**src/rtl/csa_pkg.sv**
```systemverilog
// package with constants for the common start/trip aggregator
package csa_pkg;
  localparam int CLK_HZ          = 100_000_000;
  localparam int TS_RES_US       = 1000;
  localparam int TS_TICK_CYC     = (CLK_HZ / 1_000_000) * TS_RES_US;
  localparam int TS_W            = 32;
  localparam int CNT_W           = 16;
  localparam int EV_CODE_W       = 2;
  localparam logic [1:0] FORCE_NORMAL = 2'h0;
  localparam logic [1:0] FORCE_START  = 2'h1;
  localparam logic [1:0] FORCE_TRIP   = 2'h2;
  localparam logic [1:0] COND_NORMAL  = 2'h0;
  localparam logic [1:0] COND_START   = 2'h1;
  localparam logic [1:0] COND_TRIP    = 2'h2;
  localparam logic [1:0] SEL_ON       = 2'h0;
  localparam logic [1:0] SEL_OFF      = 2'h1;
  localparam logic [1:0] SEL_BOTH     = 2'h2;
  localparam logic [1:0] EV_START_ON  = 2'h0;
  localparam logic [1:0] EV_START_OFF = 2'h1;
  localparam logic [1:0] EV_TRIP_ON   = 2'h2;
  localparam logic [1:0] EV_TRIP_OFF  = 2'h3;
endpackage

```
**src/rtl/csa_ms_timer.sv**
```systemverilog
// free-running millisecond time stamp
`timescale 1ns/1ps
module csa_ms_timer
  import csa_pkg::*;
#(
  parameter int TICK_CYC = TS_TICK_CYC
) (
  input  wire logic            core_clk,
  input  wire logic            rst,
  output logic [TS_W-1:0]      ms_count
);
  initial begin
    if (TICK_CYC < 1) $error("tick count must be at least one cycle");
  end

  logic [31:0] div_r;
  logic        tick;

  assign tick = (div_r == 32'(TICK_CYC - 1));

  always_ff @(posedge core_clk) begin
    if (rst) begin
      div_r <= 32'h0;
    end else if (tick) begin
      div_r <= 32'h0;
    end else begin
      div_r <= div_r + 32'h1;
    end
  end

  // one-cycle enable gives the 1 ms resolution
  always_ff @(posedge core_clk) begin
    if (rst) begin
      ms_count <= '0;
    end else if (tick) begin
      ms_count <= ms_count + 1'b1;
    end
  end
endmodule // csa_ms_timer

```
**src/rtl/csa_edge_det.sv**
```systemverilog
// rising/falling edge detector for one level
`timescale 1ns/1ps
module csa_edge_det (
  input  wire logic core_clk,
  input  wire logic rst,
  input  wire logic level,
  output logic      rise,
  output logic      fall
);
  logic prev_r;

  always_ff @(posedge core_clk) begin
    if (rst) begin
      prev_r <= 1'b0;
    end else begin
      prev_r <= level;
    end
  end

  assign rise = level & ~prev_r;
  assign fall = ~level & prev_r;
endmodule // csa_edge_det

```
**src/rtl/csa_common_signal_event_block.sv**
```systemverilog
// common start/trip aggregator with events, counters and force override
`timescale 1ns/1ps
module csa_common_signal_event_block
  import csa_pkg::*;
#(
  parameter int N_FUNC   = 8,
  parameter int N_EXTRA  = 4,
  parameter int PD_W     = 64,
  parameter int TICK_CYC = TS_TICK_CYC,
  parameter int EV_DEPTH = 4
) (
  input  wire logic                 core_clk,
  input  wire logic                 rst,
  input  wire logic [N_FUNC-1:0]    func_active,
  input  wire logic [N_FUNC-1:0]    func_start,
  input  wire logic [N_FUNC-1:0]    func_trip,
  input  wire logic [N_EXTRA-1:0]   extra_start_in,
  input  wire logic [N_EXTRA-1:0]   extra_trip_in,
  input  wire logic                 stage_forcing_en,
  input  wire logic [1:0]           common_status_override,
  input  wire logic [1:0]           start_event_sel,
  input  wire logic [1:0]           trip_event_sel,
  input  wire logic                 counter_clear,
  input  wire logic [PD_W-1:0]      process_data,
  output logic                      common_start,
  output logic                      common_trip,
  output logic [1:0]                condition_code,
  output logic [CNT_W-1:0]          start_count,
  output logic [CNT_W-1:0]          trip_count,
  output logic                      event_valid,
  output logic [EV_CODE_W-1:0]      event_code,
  output logic [TS_W-1:0]           event_stamp,
  output logic [PD_W-1:0]           event_data
);
  initial begin
    if (N_FUNC < 1 || N_EXTRA < 1 || PD_W < 1) $error("widths must be at least one");
    if (EV_DEPTH < 2) $error("event queue needs at least two entries");
  end

  function automatic logic sel_keeps(input logic [1:0] sel, input logic is_on);
    sel_keeps = (sel == SEL_BOTH) || (is_on ? (sel == SEL_ON) : (sel == SEL_OFF));
  endfunction

  localparam int PTR_W  = (EV_DEPTH > 1) ? $clog2(EV_DEPTH) : 1;
  localparam int FILL_W = $clog2(EV_DEPTH + 1);

  function automatic logic [PTR_W-1:0] ptr_step(input logic [PTR_W-1:0] p);
    ptr_step = (p == PTR_W'(EV_DEPTH - 1)) ? '0 : p + 1'b1;
  endfunction

  logic [TS_W-1:0] ms_now;
  logic            start_raw;
  logic            trip_raw;
  logic            start_nxt;
  logic            trip_nxt;
  logic            start_rise;
  logic            start_fall;
  logic            trip_rise;
  logic            trip_fall;
  logic            force_on;

  csa_ms_timer #(
    .TICK_CYC (TICK_CYC)
  ) u_timer (
    .core_clk (core_clk),
    .rst      (rst),
    .ms_count (ms_now)
  );

  // no blocking input: inputs arrive already blocked upstream
  assign start_raw = |(func_start & func_active) | (|extra_start_in);
  assign trip_raw  = |(func_trip & func_active) | (|extra_trip_in);

  // force only counts while stage forcing is enabled; the setting is static
  assign force_on = stage_forcing_en && (common_status_override != FORCE_NORMAL);

  always_comb begin
    start_nxt = start_raw;
    trip_nxt  = trip_raw;
    if (force_on) begin
      start_nxt = (common_status_override == FORCE_START);
      trip_nxt  = (common_status_override == FORCE_TRIP);
    end
  end

  always_ff @(posedge core_clk) begin
    if (rst) begin
      common_start <= 1'b0;
      common_trip  <= 1'b0;
    end else begin
      common_start <= start_nxt;
      common_trip  <= trip_nxt;
    end
  end

  always_ff @(posedge core_clk) begin
    if (rst) begin
      condition_code <= COND_NORMAL;
    end else if (trip_nxt) begin
      condition_code <= COND_TRIP;
    end else if (start_nxt) begin
      condition_code <= COND_START;
    end else begin
      condition_code <= COND_NORMAL;
    end
  end

  csa_edge_det u_start_edge (
    .core_clk (core_clk),
    .rst      (rst),
    .level    (common_start),
    .rise     (start_rise),
    .fall     (start_fall)
  );

  csa_edge_det u_trip_edge (
    .core_clk (core_clk),
    .rst      (rst),
    .level    (common_trip),
    .rise     (trip_rise),
    .fall     (trip_fall)
  );

  // counters count ON transitions; a clear in the same cycle as an event loads one
  always_ff @(posedge core_clk) begin
    if (rst) begin
      start_count <= '0;
    end else if (start_rise) begin
      start_count <= counter_clear ? CNT_W'(1) : start_count + 1'b1;
    end else if (counter_clear) begin
      start_count <= '0;
    end
  end

  always_ff @(posedge core_clk) begin
    if (rst) begin
      trip_count <= '0;
    end else if (trip_rise) begin
      trip_count <= counter_clear ? CNT_W'(1) : trip_count + 1'b1;
    end else if (counter_clear) begin
      trip_count <= '0;
    end
  end

  // both outputs may change in one cycle and inputs may keep toggling, so
  // events wait in a small queue instead of overwriting each other; the trip
  // event of a cycle goes ahead of its start event. a burst deeper than the
  // queue loses the start event of a colliding pair
  logic [EV_CODE_W-1:0] q_code_r  [EV_DEPTH];
  logic [TS_W-1:0]      q_stamp_r [EV_DEPTH];
  logic [PD_W-1:0]      q_data_r  [EV_DEPTH];
  logic [PTR_W-1:0]     q_head_r;
  logic [PTR_W-1:0]     q_tail_r;
  logic [FILL_W-1:0]    q_fill_r;
  logic                 q_empty;
  logic                 q_full;
  logic                 new_first;
  logic                 new_second;
  logic [EV_CODE_W-1:0] first_code;
  logic                 push_a;
  logic                 push_b;
  logic [EV_CODE_W-1:0] push_a_code;
  logic [PTR_W-1:0]     tail_b;
  logic                 start_ev;
  logic                 trip_ev;
  logic [EV_CODE_W-1:0] start_code;
  logic [EV_CODE_W-1:0] trip_code;

  assign start_ev   = (start_rise && sel_keeps(start_event_sel, 1'b1)) ||
                      (start_fall && sel_keeps(start_event_sel, 1'b0));
  assign trip_ev    = (trip_rise && sel_keeps(trip_event_sel, 1'b1)) ||
                      (trip_fall && sel_keeps(trip_event_sel, 1'b0));
  assign start_code = start_rise ? EV_START_ON : EV_START_OFF;
  assign trip_code  = trip_rise ? EV_TRIP_ON : EV_TRIP_OFF;

  assign q_empty     = (q_fill_r == '0);
  assign q_full      = (q_fill_r == FILL_W'(EV_DEPTH));
  assign new_first   = trip_ev || start_ev;
  assign new_second  = trip_ev && start_ev;
  assign first_code  = trip_ev ? trip_code : start_code;
  // an empty queue lets the first event bypass it, keeping latency at two cycles
  assign push_a      = q_empty ? new_second : new_first;
  assign push_a_code = q_empty ? start_code : first_code;
  // the pop always frees one slot; a second slot exists only below full
  assign push_b      = !q_empty && new_second && !q_full;
  assign tail_b      = ptr_step(q_tail_r);

  always_ff @(posedge core_clk) begin
    if (push_a) begin
      q_code_r[q_tail_r]  <= push_a_code;
      q_stamp_r[q_tail_r] <= ms_now;
      q_data_r[q_tail_r]  <= process_data;
    end
    if (push_b) begin
      q_code_r[tail_b]  <= start_code;
      q_stamp_r[tail_b] <= ms_now;
      q_data_r[tail_b]  <= process_data;
    end
  end

  always_ff @(posedge core_clk) begin
    if (rst) begin
      q_head_r <= '0;
      q_tail_r <= '0;
      q_fill_r <= '0;
    end else begin
      if (!q_empty) begin
        q_head_r <= ptr_step(q_head_r);
      end
      if (push_b) begin
        q_tail_r <= ptr_step(tail_b);
      end else if (push_a) begin
        q_tail_r <= tail_b;
      end
      q_fill_r <= q_fill_r - FILL_W'(!q_empty) + FILL_W'(push_a) + FILL_W'(push_b);
    end
  end

  always_ff @(posedge core_clk) begin
    if (rst) begin
      event_valid <= 1'b0;
      event_code  <= EV_START_ON;
      event_stamp <= '0;
      event_data  <= '0;
    end else begin
      event_valid <= !q_empty || new_first;
      if (!q_empty) begin
        event_code  <= q_code_r[q_head_r];
        event_stamp <= q_stamp_r[q_head_r];
        event_data  <= q_data_r[q_head_r];
      end else if (new_first) begin
        event_code  <= first_code;
        event_stamp <= ms_now;
        event_data  <= process_data;
      end
    end
  end
endmodule // csa_common_signal_event_block

```
**config.mk**
```make
export PLATFORM = sky130hd
export DESIGN_NAME = csa_common_signal_event_block
export DESIGN_NICKNAME = d
export VERILOG_FILES = /design/src/rtl/csa_pkg.sv /design/src/rtl/csa_ms_timer.sv /design/src/rtl/csa_edge_det.sv /design/src/rtl/csa_common_signal_event_block.sv
export SDC_FILE = /design/constraint.sdc
export NUM_CORES = 1
export LEC_CHECK = 0
export BUFFER_PORTS_ARGS = -buffer_cell sky130_fd_sc_hd__buf_2
export CORE_AREA = 2 2 234 236
export CTS_BUF_LIST = sky130_fd_sc_hd__clkbuf_2 sky130_fd_sc_hd__clkbuf_4 sky130_fd_sc_hd__clkbuf_8
export DETAILED_ROUTE_END_ITERATION = 6
export DIE_AREA = 0 0 236 238
export GPL_TIMING_DRIVEN = 0
export HOLD_SLACK_MARGIN = 0.06
export PLACE_DENSITY_LB_ADDON = 0.2
export SETUP_SLACK_MARGIN = 0.15
export SLEW_MARGIN = 20
export SYNTH_ARGS = -nofsm -noshare
export SYNTH_HDL_FRONTEND = slang
export SYNTH_SLANG_ARGS = --single-unit
```
**constraint.sdc**
```tcl
create_clock -name core_clk -period 16.3 [get_ports core_clk]
set_input_delay 0 -clock core_clk [delete_from_list [all_inputs] [get_ports core_clk]]
set_output_delay 0 -clock core_clk [all_outputs]
set_load 0.02 [all_outputs]
```
==> results of run 1 <==
[routing by layer]
layer | vias to the layer above | routed length [um] | track usage [%]
li1 | 7398 | - | -
met1 | 8049 | 26300 | 28.5
met2 | 455 | 29300 | 35.4
met3 | 99 | 2960 | 3.55
met4 | 0 | 1490 | 7.99
met5 | - | 0 | 0
[final timing paths]
| path | start | endpoint | slack, ns | cells past startpoint |
|---|---|---|---|---|
| setup / recovery | common_trip | q_fill_r[2] | 12.51 | 11 |
| hold reg to reg | u_timer.div_r[0] | u_timer.div_r[0] | 0.47 | 1 |
| setup reg to reg | common_trip | q_fill_r[2] | 12.51 | 11 |
| hold / removal | process_data[26] | q_data_r[0][26] | 0.12 | 2 |
[where the power goes]
group | total (uW) | leakage, uW | switching (uW) | internal (uW)
clock network | 1390 | 0.00111 | 612 | 774
logic | 1380 | 0.00424 | 821 | 562
registers | 1970 | 0.00530 | 113 | 1860
total | 4740 | 0.0107 | 1550 | 3190
[cell usage in the layout (no fill, tap or decap), types with 31 or more instances in the layout]
master                          instances
sky130_fd_sc_hd__edfxtp_1             388
sky130_fd_sc_hd__buf_2                242
sky130_fd_sc_hd__dfxtp_1              213
sky130_fd_sc_hd__nor2_1               175
sky130_fd_sc_hd__dlygate4sd3_1        116
sky130_fd_sc_hd__clkbuf_8             111
sky130_fd_sc_hd__mux4_2                98
sky130_fd_sc_hd__nand2_1               81
sky130_fd_sc_hd__clkbuf_1              79
sky130_fd_sc_hd__a211oi_1              69
sky130_fd_sc_hd__o21ai_0               66
sky130_fd_sc_hd__mux2i_1               66
sky130_fd_sc_hd__a21oi_1               40
sky130_fd_sc_hd__nand4_1               37
sky130_fd_sc_hd__or3_1                 34
sky130_fd_sc_hd__xnor2_1               33
sky130_fd_sc_hd__nand3_1               31
[final cells by class]
cell class,instances,area (um2),share of cell area (%)
sequential,601,15900,53.3
buffer,96,383,1.28
multi-input combinational,936,7500,25.1
timing repair buffer,380,3020,10.1
clock inverter,46,359,1.20
tap,696,871,2.92
antenna,1,2.50,0.00838
clock buffer,140,1750,5.84
inverter,19,71.3,0.239
[cells by family (layout without fill, tap and decap cells)]
group	count (synthesis)	count (layout)	synth area share, %
adder cells (fa/ha/maj)	19	19	1.04
other	0	1	0
flip-flops	601	601	66.8
buffers and inverters	115	681	1.90
XOR/XNOR	61	61	2.24
multiplexers	164	164	12.0
AND/OR/NAND/NOR	455	455	9.40
AO/OA/AOI/OAI	237	237	6.55
[sequential cells by signal, indices dropped and copies added (netlist names), 2 cells and up, named ones only]
signal            flops
event_code            2
event_data           64
event_stamp          32
q_code_r              8
q_data_r            256
q_fill_r              3
q_head_r              2
q_stamp_r           128
q_tail_r              2
start_count          16
trip_count           16
u_timer.div_r        32
u_timer.ms_count     32
[worst max-delay path, stage by stage (launching register included)]
cell                       delay [ns]
sky130_fd_sc_hd__dfxtp_1         0.60
sky130_fd_sc_hd__nand2b_1        0.24
sky130_fd_sc_hd__o22ai_1         0.47
sky130_fd_sc_hd__clkbuf_1        0.43
sky130_fd_sc_hd__nor2_2          0.30
sky130_fd_sc_hd__clkbuf_1        0.34
sky130_fd_sc_hd__nand2_1         0.20
sky130_fd_sc_hd__nand2_1         0.09
sky130_fd_sc_hd__fa_1            0.39
sky130_fd_sc_hd__fa_1            0.39
sky130_fd_sc_hd__xnor2_1         0.16
sky130_fd_sc_hd__nor2_1          0.05
[through the flow]
stage,hold slack [ns],instance area [um2]
floorplan,0.0989,23800
global placement,0.228,25900
detailed placement,0.237,26600
CTS,0.0609,29900
global route,0.0829,29900
finish,0.115,29900
[what timing repair did]
action	4_1_cts	5_1_grt
hold endpoints to repair	354	0
gates resized for setup	0	0
hold buffers	116	0
==> out/results.tsv, run 1 <==
stage	metric	value	unit
setup_path	largest_driver_fanout_on_the_critical_path	10	
global_route	grt_start_max_net_pins	19	
place	port_buffers	240	
timing	achievable-frequency	0.264	GHz
place	dp_hpwl	39500	um
timing	period_needed	3.79	ns
floorplanning	placementRows	85	
clock_network	cts.sink_count	601	
timing	max_slew.worst_pin.slew	1.17	ns
place	placed_cells	2612	
clock_network	cts_setup_buffers	0	
timing	min_period_over_period	23.3	%
yosys	postSynthCellCount	1652	
timing	drv_slew	0	
yosys	synth_largest_type_area_fraction	48.9	%
clock_network	cts_tree	built	
timing	finalWorstSetupSlack	12.51	ns
clock_network	tritoncts.num_buffers	98	
route	routed-via-count	16000	
setup_path	critical_setup_path_kind	reg -> reg	
route	drt.antenna.violating_nets	0	
power	power.density	159	nW/um2
global_route	globalRouteOverflowTotal	0	
setup_path	critical_path_required	16.85	ns
yosys	post-synth-top-count-cell	sky130_fd_sc_hd__edfxtp_1	
clock_network	cts.root.buffer_cell	sky130_fd_sc_hd__clkbuf_8	
timing	final_tns_setup	0	ns
run	maxCapViolations	0	
setup_path	timing.critical_path.to_type	flip-flop	
setup_path	startpoint_type	flip-flop	
yosys	synth.top_cells.by_area	sky130_fd_sc_hd__edfxtp_1, sky130_fd_sc_hd__dfxtp_1, sky130_fd_sc_hd__mux4_2, sky130_fd_sc_hd__mux2i_1, sky130_fd_sc_hd__nor2_1	
timing	grt_setup_unrepaired	false	
run_status	run_status	finished clean	
global_route	global_route_wire_length_before_repair	92900	um
layout	final_layout_size_suffix_gt1_share	24.5	%
yosys	ys_ff_latch	601	
yosys	dominantRegCellSynth	sky130_fd_sc_hd__edfxtp_1	
yosys	async_reset_ff_share	0	%
yosys	synth_sequential_area_ratio	66.8	%
floorplanning	core_area	53500	um2
hold_path	hold_path.class	in -> reg	
floorplanning	die_height	238	um
clock_network	worstSkewPairLatency	0.69	ns
yosys	yosys-top-cells-count	sky130_fd_sc_hd__edfxtp_1, sky130_fd_sc_hd__dfxtp_1, sky130_fd_sc_hd__nor2_1, sky130_fd_sc_hd__mux4_2, sky130_fd_sc_hd__nand2_1	
timing	finalHoldViolCount	0	
layout	post-route-util	55.8	%
timing	timing.max_slew.rel_slack	22.3	%
yosys	synthesis.area	23800	um2
clock_network	cts_htree_levels	3	
route	drt_drc_violations_left	0	
floorplanning	die_width	236	um
power	p_leak	0.0107	uW
route	finalWirelength	60100	um
layout	nets	2255	
yosys	synth_nets	1775	
timing	finalSetupViolCount	0	
yosys	syn-mean-instance-area	14.4	um2
global_route	number_of_global_route_vias_before_repair	16100	
floorplanning	initial_core_utilization	44.5	%
clock_network	clkSlewWorstSetupHoldPaths	0.06	ns
power	power	4740	uW
layout	instances_no_fill	2915	
global_route	antenna_found_initial	1	
layout	fillCellCount	4330	
route	first_pass_iters	5	
place	gpl.final_weighted_congestion	0.821	
route	avgRoutedWirePerCell	20.6	um
power	power.ir.vdd_worst	115	uV
floorplanning	pin_count	241	
route	via_per_instance_ratio	5.49	
yosys	synth.largest_area_cell	sky130_fd_sc_hd__edfxtp_1	
timing	final_skew	0.0371	ns
setup_path	cp_data_arrival_time	4.34	ns
global_route	grt_usage	21.4	%
place	place_worst_setup_slack	12.57	ns
clock_network	clk_path_buf_depth	3	
yosys	synthesis.yosys.warnings	0	
yosys	synth.distinct_cells	56	
layout	area_growth_syn_to_layout	25.4	%
yosys	count_of_flip_flops_with_a_built_in_enable_after_synthesis	388	
route	first_iter_violations	990	
floorplanning	area_of_the_die	56200	um2
Power figures use the tool's default switching activity.
==> run 2, diff against run 1 <==
Clock period 16.3 ns to 3.46 ns, I/O delays scaled along.
==> run 2 against run 1 <==
  * Clock skew grew 0.0029 ns
  * Cell area increased by 0.14%
  * Via count is 0.21% higher
  * Critical endpoint is now q_fill_r[1]
  * Count of clock-buffer cells in the layout rose by 2
  * Cell count shrank 0.62%
==> out/results.tsv, run 2 (synthesis results as in run 1) <==
stage	metric	value	unit
route	avgRoutedWirePerCell	20.7	um
floorplanning	initial_core_utilization	44.5	%
timing	finalSetupViolCount	0	
power	power	22900	uW
clock_network	cts_htree_levels	3	
place	gpl.final_weighted_congestion	0.821	
timing	drv_slew	0	
clock_network	worstSkewPairLatency	0.70	ns
clock_network	clk_path_buf_depth	3	
global_route	grt_usage	21.4	%
clock_network	clkSlewWorstSetupHoldPaths	0.07	ns
clock_network	cts.root.buffer_cell	sky130_fd_sc_hd__clkbuf_8	
setup_path	startpoint_type	flip-flop	
route	drt_drc_violations_left	0	
setup_path	rr_worst_depth	10	
timing	finalHoldViolCount	0	
layout	antenna_cells	0	
layout	nets	2236	
setup_path	largest_driver_fanout_on_the_critical_path	10	
power	power.density	765	nW/um2
global_route	globalRouteOverflowTotal	0	
layout	largest-register	q_data_r	
layout	largestRegisters	q_data_r x256, q_stamp_r x128, event_data x64	
setup_path	critical_setup_path_kind	reg -> reg	
clock_network	tritoncts.num_buffers	100	
floorplanning	die_width	236	um
timing	final_skew	0.0399	ns
timing	timing.max_slew.rel_slack	24.3	%
timing	min_period_over_period	89.2	%
setup_path	r2r_end	q_fill_r[1]	
floorplanning	area_of_the_die	56200	um2
setup_path	crit_path_end	q_fill_r[1]	
route	finalWirelength	59900	um
floorplanning	core_area	53500	um2
floorplanning	die_height	238	um
setup_path	timing.critical_path.to_type	flip-flop	
global_route	grt_start_max_net_pins	20	
layout	fillCellCount	4427	
setup_path	critical_path.reg2reg.startpoint	q_fill_r[0]	
route	drt.antenna.violating_nets	0	
setup_path	cp_data_arrival_time	3.65	ns
hold_path	hold_path.class	in -> reg	
floorplanning	placementRows	85	
place	dp_hpwl	40000	um
layout	layout_common_cells	sky130_fd_sc_hd__edfxtp_1, sky130_fd_sc_hd__buf_2, sky130_fd_sc_hd__dfxtp_1	
power	p_leak	0.0107	uW
timing	period_needed	3.09	ns
layout	final_layout_size_suffix_gt1_share	25.9	%
setup_path	critical_path_required	4.03	ns
run_status	run_status	finished clean	
global_route	number_of_global_route_vias_before_repair	16200	
clock_network	cts.sink_count	601	
layout	area_growth_syn_to_layout	25.6	%
layout	largest_register_ff_count	256	
place	port_buffers	240	
setup_path	timing.critical_path.from	q_fill_r[0]	
floorplanning	pin_count	241	
route	first_pass_iters	5	
timing	achievable-frequency	0.324	GHz
timing	grt_setup_unrepaired	false	
route	first_iter_violations	1057	
setup_path	rrSetupSlack	0.37	ns
layout	commonest_non_fill_non_tap_cell_in_the_layout	sky130_fd_sc_hd__edfxtp_1	
run	maxCapViolations	0	
route	via_per_instance_ratio	5.54	
global_route	antenna_found_initial	0	
global_route	global_route_wire_length_before_repair	92700	um
timing	worst_hold_slack	0.101	ns
power	power.ir.vdd_worst	342	uV
route	routed-via-count	16000	
timing	max_slew.worst_pin.slew	1.14	ns
clock_network	cts_tree	built	
run 2: cell types whose count changed in the layout (fill, tap and decap cells not counted), moves of 3 or more:
cell,before,now
sky130_fd_sc_hd__clkbuf_4,29,26
sky130_fd_sc_hd__bufinv_16,5,12
sky130_fd_sc_hd__dlygate4sd3_1,116,92
sky130_fd_sc_hd__clkinv_1,26,17
sky130_fd_sc_hd__clkinv_2,9,16
sky130_fd_sc_hd__clkbuf_8,111,116
sky130_fd_sc_hd__clkbuf_1,79,76
sky130_fd_sc_hd__clkbuf_2,1,5
sky130_fd_sc_hd__buf_8,0,3
run 2: what timing repair did:
item	CTS	global route
pin swaps	0	0
endpoints found under the setup margin	12	17
hold buffers	92	0
endpoints found under the hold margin	346	0
gates resized for setup	4	8
setup buffers	0	0
run 2: power breakdown:
group,switching [uW],internal [uW]
Combinational,3880,2640
Clock,2870,4250
Sequential,502,8760
Total,7250,15600
run 2: how the worst min path moves through the flow:
stage | from | to | slack, ns | cells past startpoint
6_report | process_data[40] | q_data_r[3][40] | 0.10 | 2
5_1_grt | process_data[20] | q_data_r[2][20] | 0.08 | 2
4_1_cts | process_data[20] | q_data_r[2][20] | 0.06 | 2
3_5_place_dp | process_data[31] | q_data_r[3][31] | 0.24 | 1
3_3_place_gp | process_data[6] | q_data_r[0][6] | 0.23 | 1
2_1_floorplan | process_data[0] | q_data_r[0][0] | 0.1 | 0
run 2: worst max-delay path: stages (launching register included):
cell and delay [ns]:
sky130_fd_sc_hd__dfxtp_1 0.33, sky130_fd_sc_hd__or2_2 0.29, sky130_fd_sc_hd__clkbuf_1 0.19, sky130_fd_sc_hd__nor2_1 0.28
sky130_fd_sc_hd__clkbuf_1 0.51, sky130_fd_sc_hd__buf_2 0.41, sky130_fd_sc_hd__nand3_1 0.11, sky130_fd_sc_hd__nand2_1 0.11
sky130_fd_sc_hd__fa_1 0.18, sky130_fd_sc_hd__fa_1 0.40, sky130_fd_sc_hd__nor2b_1 0.13
run 2: final cells by class:
cell class                      instances  area, um2  area share, %
Sequential cell                       601      15900           53.2
Timing Repair Buffer                  359       2820           9.43
Clock inverter                         48        532           1.78
Inverter                               19       71.3          0.238
Buffer                                 96        389           1.30
Clock buffer                          142       1790           5.99
Tap cell                              696        871           2.91
Multi-Input combinational cell        936       7520           25.1
run 2: metal layers:
layer	global-route usage, %	vias up	part of all wire (%)
met5	0	-	0
met4	7.20	0	2.1
met3	4.27	93	5.8
met2	35.6	464	49
met1	28.1	8110	43
li1	-	7368	-
run 2: per-stage QoR:
step / worst slack [ns] / utilization [%] / setup TNS [ns] / cell area [um2] / cells
global placement: -1.45 / 48.5 / -559.72 / 25900 / 2588
floorplan: 0.182 / - / 0 / 23900 / 1652
global route: 0.185 / 55.9 / 0 / 29900 / 2897
CTS: 0.210 / 55.9 / 0 / 29900 / 2897
finish: 0.375 / 55.9 / 0 / 29900 / 2897
detailed placement: -0.136 / 49.8 / -1.08 / 26600 / 2615
